==> src/core/sensor_nvm_pkg.sv <==
// constants shared by the sensor configuration access logic
// assumes a 40 MHz system clock and a two-wire bus sampled by that clock
package sensor_nvm_pkg;

	// bus address and command bytes
	localparam logic [6:0] SLAVE_ADDR = 7'h44;
	localparam logic [7:0] CMD_ENTER = 8'ha0;
	localparam logic [7:0] CMD_EXIT = 8'h80;
	localparam logic [7:0] REG_HUM_RD = 8'h06;
	localparam logic [7:0] REG_TEMP_RD = 8'h11;
	localparam logic [7:0] REG_ID_HI = 8'h1e;
	localparam logic [7:0] REG_ID_LO = 8'h1f;
	localparam logic [7:0] REG_HUM_WR = 8'h46;
	localparam logic [7:0] REG_TEMP_WR = 8'h51;

	// resolution field and codes
	localparam int RES_LSB = 10;
	localparam int RES_MSB = 11;
	localparam logic [1:0] RES_8 = 2'h0;
	localparam logic [1:0] RES_10 = 2'h1;
	localparam logic [1:0] RES_12 = 2'h2;
	localparam logic [1:0] RES_14 = 2'h3;
	localparam logic [15:0] RES_REG_RESET = 16'h0c00;

	// read-out status codes
	localparam logic [1:0] STAT_VALID = 2'h0;
	localparam logic [1:0] STAT_STALE = 2'h1;
	localparam logic [7:0] NVM_STATUS = 8'h00;
	localparam logic [7:0] FILL_BYTE = 8'hff;

	// transaction shape
	localparam logic [2:0] CMD_BYTES = 3'h3;
	localparam logic [2:0] BIT_LAST = 3'h7;

	// timing, in printed units, and derived cycle counts
	localparam int CLK_MHZ = 40;
	localparam int WIN_MS = 10;
	localparam int ENTRY_US = 120;
	localparam int WRITE_MS = 14;
	localparam int WIN_CYC = WIN_MS * 1000 * CLK_MHZ;
	localparam int ENTRY_CYC = ENTRY_US * CLK_MHZ;
	localparam int WRITE_CYC = WRITE_MS * 1000 * CLK_MHZ;
	localparam int TMR_W = 20;

	// bus slave states
	typedef enum logic [2:0] {S_IDLE, S_ADDR, S_AACK, S_WR, S_WACK, S_RD, S_MACK} bus_state_t;

endpackage : sensor_nvm_pkg

==> src/core/sensor_nvm_config_access.sv <==
// two-wire slave giving access to the sensor's non-volatile configuration and measurement read-out
// assumes scl and sda arrive asynchronously; sda is open drain, resolved outside from sda_oe
module sensor_nvm_config_access #(
	parameter int WIN_CYCLES = sensor_nvm_pkg::WIN_CYC,
	parameter int ENTRY_CYCLES = sensor_nvm_pkg::ENTRY_CYC,
	parameter int WRITE_CYCLES = sensor_nvm_pkg::WRITE_CYC,
	parameter logic [31:0] SENSOR_ID = 32'h1234_5678 // arbitrary value
) (
	// clock, reset, enable
	input wire logic sys_clk,
	input wire logic resetn,
	input wire logic clk_en,
	// two-wire bus pins
	input wire logic scl,
	input wire logic sda_in,
	output logic sda_out,
	output logic sda_oe,
	// measurement results from the conversion core
	input wire logic [13:0] hum_raw,
	input wire logic [13:0] temp_raw,
	input wire logic meas_update,
	// configuration and mode status
	output logic [1:0] hum_res,
	output logic [1:0] temp_res,
	output logic prog_mode,
	output logic nvm_ready
);

	////////////////////////////////////////////////////////////////////////////////
	localparam logic [19:0] WIN_LIM = 20'(WIN_CYCLES);
	localparam logic [19:0] ENTRY_LD = 20'(ENTRY_CYCLES);
	localparam logic [19:0] WRITE_LD = 20'(WRITE_CYCLES);

	logic scl_s1_r, scl_s2_r, scl_d_r, sda_s1_r, sda_s2_r, sda_d_r;
	sensor_nvm_pkg::bus_state_t state_r, state_nxt;
	logic [2:0] bit_r, bit_nxt, wcnt_r, wcnt_nxt;
	logic [7:0] shift_r, shift_nxt, tx_r, tx_nxt, rd_sel_r, rd_sel_nxt;
	logic [23:0] wbuf_r, wbuf_nxt;
	logic [1:0] rbyte_r, rbyte_nxt;
	logic done_r, done_nxt, rw_r, rw_nxt, sda_o_r, sda_o_nxt, sda_oe_r, sda_oe_nxt;
	logic prog_r, prog_nxt, nvm_rd_r, nvm_rd_nxt, stale_r, stale_nxt;
	logic [19:0] tmr_r, tmr_nxt, win_r, win_nxt;
	logic [15:0] hum_reg_r, hum_reg_nxt, temp_reg_r, temp_reg_nxt;
	logic scl_rise, scl_fall, start_det, stop_det, exec, ready, win_open;
	logic [7:0] cmd, txb;
	logic [1:0] tx_idx;
	logic [15:0] rword;

	////////////////////////////////////////////////////////////////////////////////
	// register selected by a read command
	function automatic logic [15:0] read_word(input logic [7:0] sel, input logic [15:0] hum,
			input logic [15:0] temp);
		unique case (sel)
			sensor_nvm_pkg::REG_HUM_RD: read_word = hum;
			sensor_nvm_pkg::REG_TEMP_RD: read_word = temp;
			sensor_nvm_pkg::REG_ID_HI: read_word = SENSOR_ID[31:16];
			default: read_word = SENSOR_ID[15:0];
		endcase
	endfunction : read_word

	// command byte names a readable register
	function automatic logic is_read_reg(input logic [7:0] c);
		is_read_reg = (c == sensor_nvm_pkg::REG_HUM_RD) || (c == sensor_nvm_pkg::REG_TEMP_RD) ||
			(c == sensor_nvm_pkg::REG_ID_HI) || (c == sensor_nvm_pkg::REG_ID_LO);
	endfunction : is_read_reg

	////////////////////////////////////////////////////////////////////////////////
	// bus event detection on the second synchroniser stage and its delayed copy
	assign scl_rise = scl_s2_r & ~scl_d_r;
	assign scl_fall = ~scl_s2_r & scl_d_r;
	assign start_det = scl_s2_r & scl_d_r & sda_d_r & ~sda_s2_r;
	assign stop_det = scl_s2_r & scl_d_r & ~sda_d_r & sda_s2_r;

	// command decode and mode qualifiers
	assign cmd = wbuf_r[23:16];
	assign exec = stop_det && !rw_r && (state_r == sensor_nvm_pkg::S_WR) && (wcnt_r == sensor_nvm_pkg::CMD_BYTES);
	assign ready = prog_r && (tmr_r == '0);
	assign win_open = win_r < WIN_LIM;

	// a read always opens with byte 0, whatever count the previous read left behind
	assign tx_idx = (state_r == sensor_nvm_pkg::S_AACK) ? 2'h0 : rbyte_r;
	assign rword = read_word(rd_sel_r, hum_reg_r, temp_reg_r);

	// next byte to send, register read or measurement read-out
	always_comb begin
		if (nvm_rd_r) begin
			unique case (tx_idx)
				2'h0: txb = sensor_nvm_pkg::NVM_STATUS;
				2'h1: txb = rword[15:8];
				2'h2: txb = rword[7:0];
				default: txb = sensor_nvm_pkg::FILL_BYTE;
			endcase
		end else begin
			unique case (tx_idx)
				2'h0: txb = {(stale_r ? sensor_nvm_pkg::STAT_STALE : sensor_nvm_pkg::STAT_VALID), hum_raw[13:8]};
				2'h1: txb = hum_raw[7:0];
				2'h2: txb = temp_raw[13:6];
				default: txb = {temp_raw[5:0], 2'h0};
			endcase
		end
	end

	////////////////////////////////////////////////////////////////////////////////
	// next state of bus slave, mode and configuration
	always_comb begin
		state_nxt = state_r;
		bit_nxt = bit_r;
		wcnt_nxt = wcnt_r;
		shift_nxt = shift_r;
		tx_nxt = tx_r;
		rd_sel_nxt = rd_sel_r;
		wbuf_nxt = wbuf_r;
		rbyte_nxt = rbyte_r;
		done_nxt = done_r;
		rw_nxt = rw_r;
		sda_o_nxt = sda_o_r;
		sda_oe_nxt = sda_oe_r;
		prog_nxt = prog_r;
		nvm_rd_nxt = nvm_rd_r;
		stale_nxt = stale_r;
		hum_reg_nxt = hum_reg_r;
		temp_reg_nxt = temp_reg_r;
		tmr_nxt = (tmr_r != '0) ? tmr_r - 20'h00001 : tmr_r;
		win_nxt = win_open ? win_r + 20'h00001 : win_r;
		if (start_det) begin
			state_nxt = sensor_nvm_pkg::S_ADDR;
			bit_nxt = '0;
			wcnt_nxt = '0;
			done_nxt = 1'b0;
			sda_oe_nxt = 1'b0;
		end else if (stop_det) begin
			state_nxt = sensor_nvm_pkg::S_IDLE;
			sda_oe_nxt = 1'b0;
			if (exec) begin
				nvm_rd_nxt = 1'b0;
				if (cmd == sensor_nvm_pkg::CMD_ENTER) begin
					if (win_open && !prog_r) begin
						prog_nxt = 1'b1;
						tmr_nxt = ENTRY_LD;
					end
				end else if (cmd == sensor_nvm_pkg::CMD_EXIT) begin
					prog_nxt = 1'b0;
				end else if (ready) begin
					if (is_read_reg(cmd)) begin
						nvm_rd_nxt = 1'b1;
						rd_sel_nxt = cmd;
					end else if (cmd == sensor_nvm_pkg::REG_HUM_WR) begin
						hum_reg_nxt = wbuf_r[15:0];
						tmr_nxt = WRITE_LD;
					end else if (cmd == sensor_nvm_pkg::REG_TEMP_WR) begin
						temp_reg_nxt = wbuf_r[15:0];
						tmr_nxt = WRITE_LD;
					end
				end
			end
		end else if (scl_rise) begin
			unique case (state_r)
				sensor_nvm_pkg::S_ADDR, sensor_nvm_pkg::S_WR: begin
					shift_nxt = {shift_r[6:0], sda_s2_r};
					bit_nxt = bit_r + 3'h1;
					done_nxt = (bit_r == sensor_nvm_pkg::BIT_LAST);
				end
				sensor_nvm_pkg::S_RD: begin
					bit_nxt = bit_r + 3'h1;
					done_nxt = (bit_r == sensor_nvm_pkg::BIT_LAST);
				end
				sensor_nvm_pkg::S_MACK: begin
					if (sda_s2_r) begin
						state_nxt = sensor_nvm_pkg::S_IDLE; // master ends the read
					end
				end
				default: begin
				end
			endcase
		end else if (scl_fall) begin
			unique case (state_r)
				sensor_nvm_pkg::S_ADDR: begin
					if (done_r) begin
						done_nxt = 1'b0;
						if (shift_r[7:1] == sensor_nvm_pkg::SLAVE_ADDR) begin
							state_nxt = sensor_nvm_pkg::S_AACK;
							rw_nxt = shift_r[0];
							sda_o_nxt = 1'b0;
							sda_oe_nxt = 1'b1;
						end else begin
							state_nxt = sensor_nvm_pkg::S_IDLE;
						end
					end
				end
				sensor_nvm_pkg::S_WR: begin
					if (done_r) begin
						done_nxt = 1'b0;
						wbuf_nxt = {wbuf_r[15:0], shift_r};
						wcnt_nxt = (wcnt_r > sensor_nvm_pkg::CMD_BYTES) ? wcnt_r : wcnt_r + 3'h1;
						state_nxt = sensor_nvm_pkg::S_WACK;
						sda_o_nxt = 1'b0;
						sda_oe_nxt = 1'b1;
					end
				end
				sensor_nvm_pkg::S_AACK, sensor_nvm_pkg::S_MACK: begin
					if (state_r == sensor_nvm_pkg::S_MACK || rw_r) begin
						if (state_r == sensor_nvm_pkg::S_AACK) begin
							rbyte_nxt = 2'h1;
							stale_nxt = stale_r | ~nvm_rd_r;
						end else begin
							rbyte_nxt = rbyte_r + 2'h1;
						end
						tx_nxt = txb;
						sda_o_nxt = txb[7];
						sda_oe_nxt = 1'b1;
						bit_nxt = '0;
						state_nxt = sensor_nvm_pkg::S_RD;
					end else begin
						sda_oe_nxt = 1'b0;
						bit_nxt = '0;
						state_nxt = sensor_nvm_pkg::S_WR;
					end
				end
				sensor_nvm_pkg::S_WACK: begin
					sda_oe_nxt = 1'b0;
					state_nxt = sensor_nvm_pkg::S_WR;
				end
				sensor_nvm_pkg::S_RD: begin
					if (done_r) begin
						done_nxt = 1'b0;
						sda_oe_nxt = 1'b0;
						state_nxt = sensor_nvm_pkg::S_MACK;
					end else begin
						tx_nxt = {tx_r[6:0], 1'b0};
						sda_o_nxt = tx_r[6];
					end
				end
				default: begin
				end
			endcase
		end
		// fresh measurement makes the read-out valid again
		if (meas_update) begin
			stale_nxt = 1'b0;
		end
	end

	////////////////////////////////////////////////////////////////////////////////
	// registers, frozen while clk_en is low
	always_ff @(posedge sys_clk or negedge resetn) begin
		if (!resetn) begin
			{scl_s1_r, scl_s2_r, scl_d_r, sda_s1_r, sda_s2_r, sda_d_r} <= 6'h3f;
			state_r <= sensor_nvm_pkg::S_IDLE;
			bit_r <= '0;
			wcnt_r <= '0;
			shift_r <= '0;
			tx_r <= '0;
			rd_sel_r <= '0;
			wbuf_r <= '0;
			rbyte_r <= '0;
			done_r <= 1'b0;
			rw_r <= 1'b0;
			sda_o_r <= 1'b1;
			sda_oe_r <= 1'b0;
			prog_r <= 1'b0;
			nvm_rd_r <= 1'b0;
			stale_r <= 1'b1;
			tmr_r <= '0;
			win_r <= '0;
			hum_reg_r <= sensor_nvm_pkg::RES_REG_RESET;
			temp_reg_r <= sensor_nvm_pkg::RES_REG_RESET;
		end else if (clk_en) begin
			{scl_s1_r, scl_s2_r, scl_d_r} <= {scl, scl_s1_r, scl_s2_r};
			{sda_s1_r, sda_s2_r, sda_d_r} <= {sda_in, sda_s1_r, sda_s2_r};
			state_r <= state_nxt;
			bit_r <= bit_nxt;
			wcnt_r <= wcnt_nxt;
			shift_r <= shift_nxt;
			tx_r <= tx_nxt;
			rd_sel_r <= rd_sel_nxt;
			wbuf_r <= wbuf_nxt;
			rbyte_r <= rbyte_nxt;
			done_r <= done_nxt;
			rw_r <= rw_nxt;
			sda_o_r <= sda_o_nxt;
			sda_oe_r <= sda_oe_nxt;
			prog_r <= prog_nxt;
			nvm_rd_r <= nvm_rd_nxt;
			stale_r <= stale_nxt;
			tmr_r <= tmr_nxt;
			win_r <= win_nxt;
			hum_reg_r <= hum_reg_nxt;
			temp_reg_r <= temp_reg_nxt;
		end
	end

	// outputs
	assign sda_out = sda_o_r;
	assign sda_oe = sda_oe_r;
	assign hum_res = hum_reg_r[sensor_nvm_pkg::RES_MSB:sensor_nvm_pkg::RES_LSB];
	assign temp_res = temp_reg_r[sensor_nvm_pkg::RES_MSB:sensor_nvm_pkg::RES_LSB];
	assign prog_mode = prog_r;
	assign nvm_ready = ready;

	////////////////////////////////////////////////////////////////////////////////
	// checks
	property p_entry_delay;
		@(posedge sys_clk) disable iff (!resetn)
		clk_en && exec && cmd == sensor_nvm_pkg::CMD_ENTER && win_open && !prog_r |=> prog_r && !ready && tmr_r == ENTRY_LD;
	endproperty
	a_entry_delay: assert property (p_entry_delay) else $error("entry delay not loaded");

	property p_ignore_early;
		@(posedge sys_clk) disable iff (!resetn)
		clk_en && exec && !ready |=> $stable(hum_reg_r) && $stable(temp_reg_r) && !nvm_rd_r;
	endproperty
	a_ignore_early: assert property (p_ignore_early) else $error("access accepted while not ready");

	property p_hum_write;
		@(posedge sys_clk) disable iff (!resetn)
		clk_en && exec && ready && cmd == sensor_nvm_pkg::REG_HUM_WR |=> hum_reg_r == $past(wbuf_r[15:0]) && tmr_r == WRITE_LD;
	endproperty
	a_hum_write: assert property (p_hum_write) else $error("humidity write not stored");

	property p_independent;
		@(posedge sys_clk) disable iff (!resetn)
		clk_en && exec && ready && cmd == sensor_nvm_pkg::REG_HUM_WR |=> $stable(temp_reg_r);
	endproperty
	a_independent: assert property (p_independent) else $error("temperature setting disturbed");

	property p_temp_read;
		@(posedge sys_clk) disable iff (!resetn)
		clk_en && exec && ready && cmd == sensor_nvm_pkg::REG_TEMP_RD |=> nvm_rd_r && read_word(rd_sel_r, hum_reg_r, temp_reg_r) == temp_reg_r;
	endproperty
	a_temp_read: assert property (p_temp_read) else $error("temperature read selects wrong word");

	property p_id_low;
		@(posedge sys_clk) disable iff (!resetn)
		clk_en && exec && ready && cmd == sensor_nvm_pkg::REG_ID_LO |=> read_word(rd_sel_r, hum_reg_r, temp_reg_r) == SENSOR_ID[15:0];
	endproperty
	a_id_low: assert property (p_id_low) else $error("identifier lower half wrong");

	property p_addr_only;
		@(posedge sys_clk) disable iff (!resetn)
		state_r == sensor_nvm_pkg::S_AACK |-> shift_r[7:1] == sensor_nvm_pkg::SLAVE_ADDR && sda_oe_r && !sda_o_r;
	endproperty
	a_addr_only: assert property (p_addr_only) else $error("foreign address acknowledged");

	property p_meas_first;
		@(posedge sys_clk) disable iff (!resetn)
		state_r == sensor_nvm_pkg::S_RD && $past(state_r) == sensor_nvm_pkg::S_AACK && !nvm_rd_r |-> tx_r[5:0] == $past(hum_raw[13:8]);
	endproperty
	a_meas_first: assert property (p_meas_first) else $error("read-out not msb first");

	property p_nvm_high;
		@(posedge sys_clk) disable iff (!resetn)
		state_r == sensor_nvm_pkg::S_RD && $past(state_r) == sensor_nvm_pkg::S_MACK && nvm_rd_r && rbyte_r == 2'h2
			|-> {tx_r, 8'h00} == (read_word(rd_sel_r, hum_reg_r, temp_reg_r) & 16'hff00);
	endproperty
	a_nvm_high: assert property (p_nvm_high) else $error("register high byte not sent after status");

endmodule : sensor_nvm_config_access

==> config.mk <==
export PLATFORM = sky130hd
export DESIGN_NAME = sensor_nvm_config_access
export DESIGN_NICKNAME = d
export VERILOG_FILES = /design/src/core/sensor_nvm_pkg.sv /design/src/core/sensor_nvm_config_access.sv
export SDC_FILE = /design/constraint.sdc
export NUM_CORES = 1
export LEC_CHECK = 0
export BUFFER_PORTS_ARGS = -buffer_cell sky130_fd_sc_hd__buf_4
export CAP_MARGIN = 5
export CELL_PAD_IN_SITES_DETAIL_PLACEMENT = 1
export CELL_PAD_IN_SITES_GLOBAL_PLACEMENT = 2
export CORE_AREA = 10 10 141 143
export CTS_BUF_LIST = sky130_fd_sc_hd__clkbuf_16
export DETAILED_ROUTE_END_ITERATION = 6
export DIE_AREA = 0 0 151 153
export PLACE_DENSITY = 0.93
export RECOVER_POWER = 25
export SLEW_MARGIN = 0
export SYNTH_ARGS = -nofsm -noshare
export SYNTH_HDL_FRONTEND = slang
export SYNTH_SLANG_ARGS = --single-unit
==> constraint.sdc <==
create_clock -name sys_clk -period 4.3 [get_ports sys_clk]
set_input_delay 0.43 -clock sys_clk [delete_from_list [all_inputs] [get_ports sys_clk]]
set_output_delay 0.43 -clock sys_clk [all_outputs]
set_load 0.02 [all_outputs]
==> results.md <==
* Cell area after synthesis at 0.00735 mm^2
* Most used flip-flop cell after synthesis: sky130_fd_sc_hd__dfrtp_1
* Ratio of cells with drive above 1 in the final layout at a little over a quarter
* Vias in the first global route at between 6k and 7k
* TritonCTS buffer count at 17
* Width of the chip at around 150 um
* Mux share of post-synthesis cell area at roughly an eighth
* Buffer cell driving the clock tree root: sky130_fd_sc_hd__clkbuf_16
* Post-CTS clock slew at the launch and capture registers of the worst setup and hold paths at 0.07 ns
* Critical path's top delay family: simple AND/OR/NAND/NOR gates
* Antenna cell count at 0
* Failing checks: capacitance limit, slew limit
* Post-Syn Instances at just under 700
* Achievable frequency at 0.317 GHz
* Worst Path Required at around 3.9 ns
* Net count of the finished layout at about 760
* Pin slew with the least headroom to its limit at ~2.9 ns
* Post-Route Utilization at between 40% and 50%
* Largest family of logic cells by synthesized area: simple AND/OR/NAND/NOR gates
* Simple-gate portion of the synthesized area at 16.0%
* CP Launch Point: tmr_r[10]
* Std-Cell Rows at 48
* Final Cycle Share at 73.4%
* Synth Area in Compound Gates at 14.6%
* Initial antenna violation count at 0
* CTS Sinks at 143
* Area of the placeable core at roughly 0.017 mm^2
* Pin count of the biggest net entering global routing at ~120
* Power density relative to cell area at around 500 mW/mm^2
* CP Launch Type: flop
* Sequential fraction of the synthesis area at 48.9%
* Post_cts resized at 0
* WL final at 20,000 um
* Class of the tightest hold or removal check: in -> reg
* TritonCTS clock tree: done
* Critical path class: reg -> out
* Post-synth ARST share at 100%
* Post-route worst hold slack at 0.158 ns
* Area leader, netlist: sky130_fd_sc_hd__dfrtp_1
* FF-to-FF Start: scl_s2_r
* Final setup vio count at 0
* Number of DRC markers in iteration 0 at around 350
* Distinct cells, synth at 75
* Peak ir drop on the vdd network at 0.333 mV
* Post-synthesis xor/xnor area fraction at slightly above 3%
* Height of the die at 153 um
* Final hold vios at 0
* Area contributors post-synth: sky130_fd_sc_hd__dfrtp_1 45%, sky130_fd_sc_hd__mux2_2 13%, sky130_fd_sc_hd__dfstp_2 4.3%, sky130_fd_sc_hd__nor2_1 2.6%, sky130_fd_sc_hd__nand2_1 2.4%
* First-pass GRT wire length at ~33,000 um
* Overall power at between 4 and 5 mW
* Number of warnings printed during yosys synthesis at 0
* Final routed DRC violation total at 0
* Outcome: finished with violations
* Standby leakage power at 3.71 nW
* Vias after detailed routing at 5,617
* Ordered cell list for the critical path: or4_1, or3_1, nor3_2, and2_1, buf_4
* Aggregate global-route resource usage at 17.8%
* Shortest period the worst path allows at 3.15 ns
* First-pass iteration count of the detailed router at 4
* Number of flops mapped to enable cells by yosys at 0
* Crit path buf inv count at 1
* Setup repair after global routing missed its margin: no
* Number of antenna-violating nets in the routed design at 0
* DR WL/cell at between 20 and 25 um
* Insertion delay to the later sink of the worst-skew pair at 0.42 ns
* Final weighted congestion of routability-driven global placement at 0.862
* Flops & latches, synth at 143
* Maximum cell stage delay along the critical path at between 0.5 and 0.6 ns
* Bufs on Longest Clock Path at 2
* Capturing element type of the critical path: output port
* Number of maximum-capacitance constraint violations at 1
* Syn-to-layout area delta at 15.0%
* Remaining max-slew budget at the tightest pin at -93.1%
* Critical-path cell with the highest stage delay: sky130_fd_sc_hd__or4_1
* Total congestion overflow at 0
* Setup TNS at 0 ns
* Setup clock skew after layout at between 0.01 and 0.015 ns
* Count of fill cells added during filler insertion at 1,852
* Arrival time at the worst endpoint at 2.72 ns
* Maximum level of the CTS H-tree at 4
* Cts hold-fix bufs at 0
* Cell area after placement at 0.00787 mm^2
* Die footprint at 0.0231 mm^2
* Count of port buffers added during placement at between 40 and 50
* Top cell type's share of synthesized area at 44.6%
* Net count of the mapped netlist at 721
* Count of final max-slew check failures at 119
* Buffer count from post-CTS setup fixing at 0
* Final standard cell area without fillers at 0.00846 mm^2
* Initial standard-cell utilization of the core at 43.1%
* Average cell area after synthesis at 10.9 um^2
* Number of ports placed on the die boundary at 42
* Crit path max fanout at 10
* Startpoint of the lowest-slack hold path: meas_update
* Adder and majority cell fraction of the synthesized area at 1.70%
* Number of vias per cell at 5.89
* Dpl hpwl at 14,000 um
## flip-flops by register name (all words and copies together) (netlist names), 2 cells and up
register,flops
bit_r,3
tx_r,7
win_r,20
hum_reg_r,16
rd_sel_r,8
wcnt_r,3
tmr_r,20
temp_reg_r,16
wbuf_r,24
shift_r,8
rbyte_r,2
state_r,3
## Yosys cell counts, drive strengths merged (5+ instances only)
master / number
dfrtp: 131
mux2: 82
nor2: 50
nand2: 48
o21ai: 30
a21oi: 27
clkbuf: 21
nor3: 21
xnor2: 16
a22oi: 15
inv: 14
nand3: 13
dfstp: 12
nor4: 12
a22o: 11
buf: 10
ha: 10
nor2b: 10
xor2: 10
a31oi: 8
and2: 8
nand2b: 8
o31ai: 8
nand4: 7
a221oi: 6
and3: 6
or4: 6
or3: 5
## layer usage
layer / vias up / global-route usage, % / part of all wire [%]
met5: - / 0 / 0
met4: 0 / 5.87 / 2.1
met3: 27 / 3.57 / 2.9
met2: 80 / 29.6 / 51
met1: 2914 / 22.4 / 44
li1: 2596 / - / -
## kinds of logic (layout without fill, tap and decap cells)
logic type               Yosys count  after routing
AND/OR/NAND/NOR                  215            215
buffers and inverters             46             97
adder cells (fa/ha/maj)           10             10
XOR/XNOR                          26             26
flip-flops                       143            143
AO/OA/AOI/OAI                    152            152
multiplexers                      85             85
## cell usage in the layout, fill, tap and decap left out, types with 11 or more instances in the layout
| cell | netlist | layout |
|---|---|---|
| sky130_fd_sc_hd__a21oi_1 | 26 | 26 |
| sky130_fd_sc_hd__clkbuf_16 | 0 | 17 |
| sky130_fd_sc_hd__a22o_1 | 11 | 11 |
| sky130_fd_sc_hd__dfstp_2 | 12 | 12 |
| sky130_fd_sc_hd__xnor2_1 | 16 | 16 |
| sky130_fd_sc_hd__buf_4 | 5 | 48 |
| sky130_fd_sc_hd__nor2_1 | 50 | 50 |
| sky130_fd_sc_hd__mux2_2 | 82 | 82 |
| sky130_fd_sc_hd__nor3_1 | 20 | 19 |
| sky130_fd_sc_hd__dfrtp_1 | 131 | 131 |
| sky130_fd_sc_hd__nand2_1 | 47 | 47 |
| sky130_fd_sc_hd__a22oi_1 | 15 | 15 |
| sky130_fd_sc_hd__nand3_1 | 13 | 13 |
| sky130_fd_sc_hd__o21ai_0 | 29 | 29 |
| sky130_fd_sc_hd__inv_1 | 14 | 15 |
## cell type report
type / count / area (um^2) / area share [%]
Timing Repair Buffer: 50 / 369 / 4.36
Multi-Input combinational cell: 488 / 3560 / 42.1
Inverter: 15 / 56.3 / 0.666
Clock inverter: 15 / 171 / 2.03
Sequential cell: 143 / 3590 / 42.5
Clock buffer: 17 / 425 / 5.03
Tap cell: 225 / 282 / 3.33
## stage by stage
| stage | setup WS [ns] | std cells |
|---|---|---|
| after CTS | 1.12 | 953 |
| after detailed placement | 1.40 | 921 |
| after floorplan | 1.60 | 677 |
| after global routing | 0.970 | 953 |
| after global placement | 1.54 | 921 |
| final | 1.15 | 953 |
## power by group
part / switching [mW] / internal (mW) / leakage, nW
sequential: 0.271 / 1.54 / 1.88
clock: 0.643 / 0.876 / 0.302
combinational: 0.480 / 0.375 / 1.53
total: 1.39 / 2.79 / 3.71
## final timing paths
kind	to	slack, ns	cells after the start
worst min register to register	win_r[19]	0.41	0
min in group asynchronous	win_r[13]	0.95	1
worst min-delay path	stale_r	0.16	2
max in group asynchronous	rd_sel_r[3]	1.69	1
worst max register to register	tmr_r[19]	1.34	6
worst max-delay path	nvm_ready	1.15	5
No activity file was read; power rests on OpenSTA's default activity.
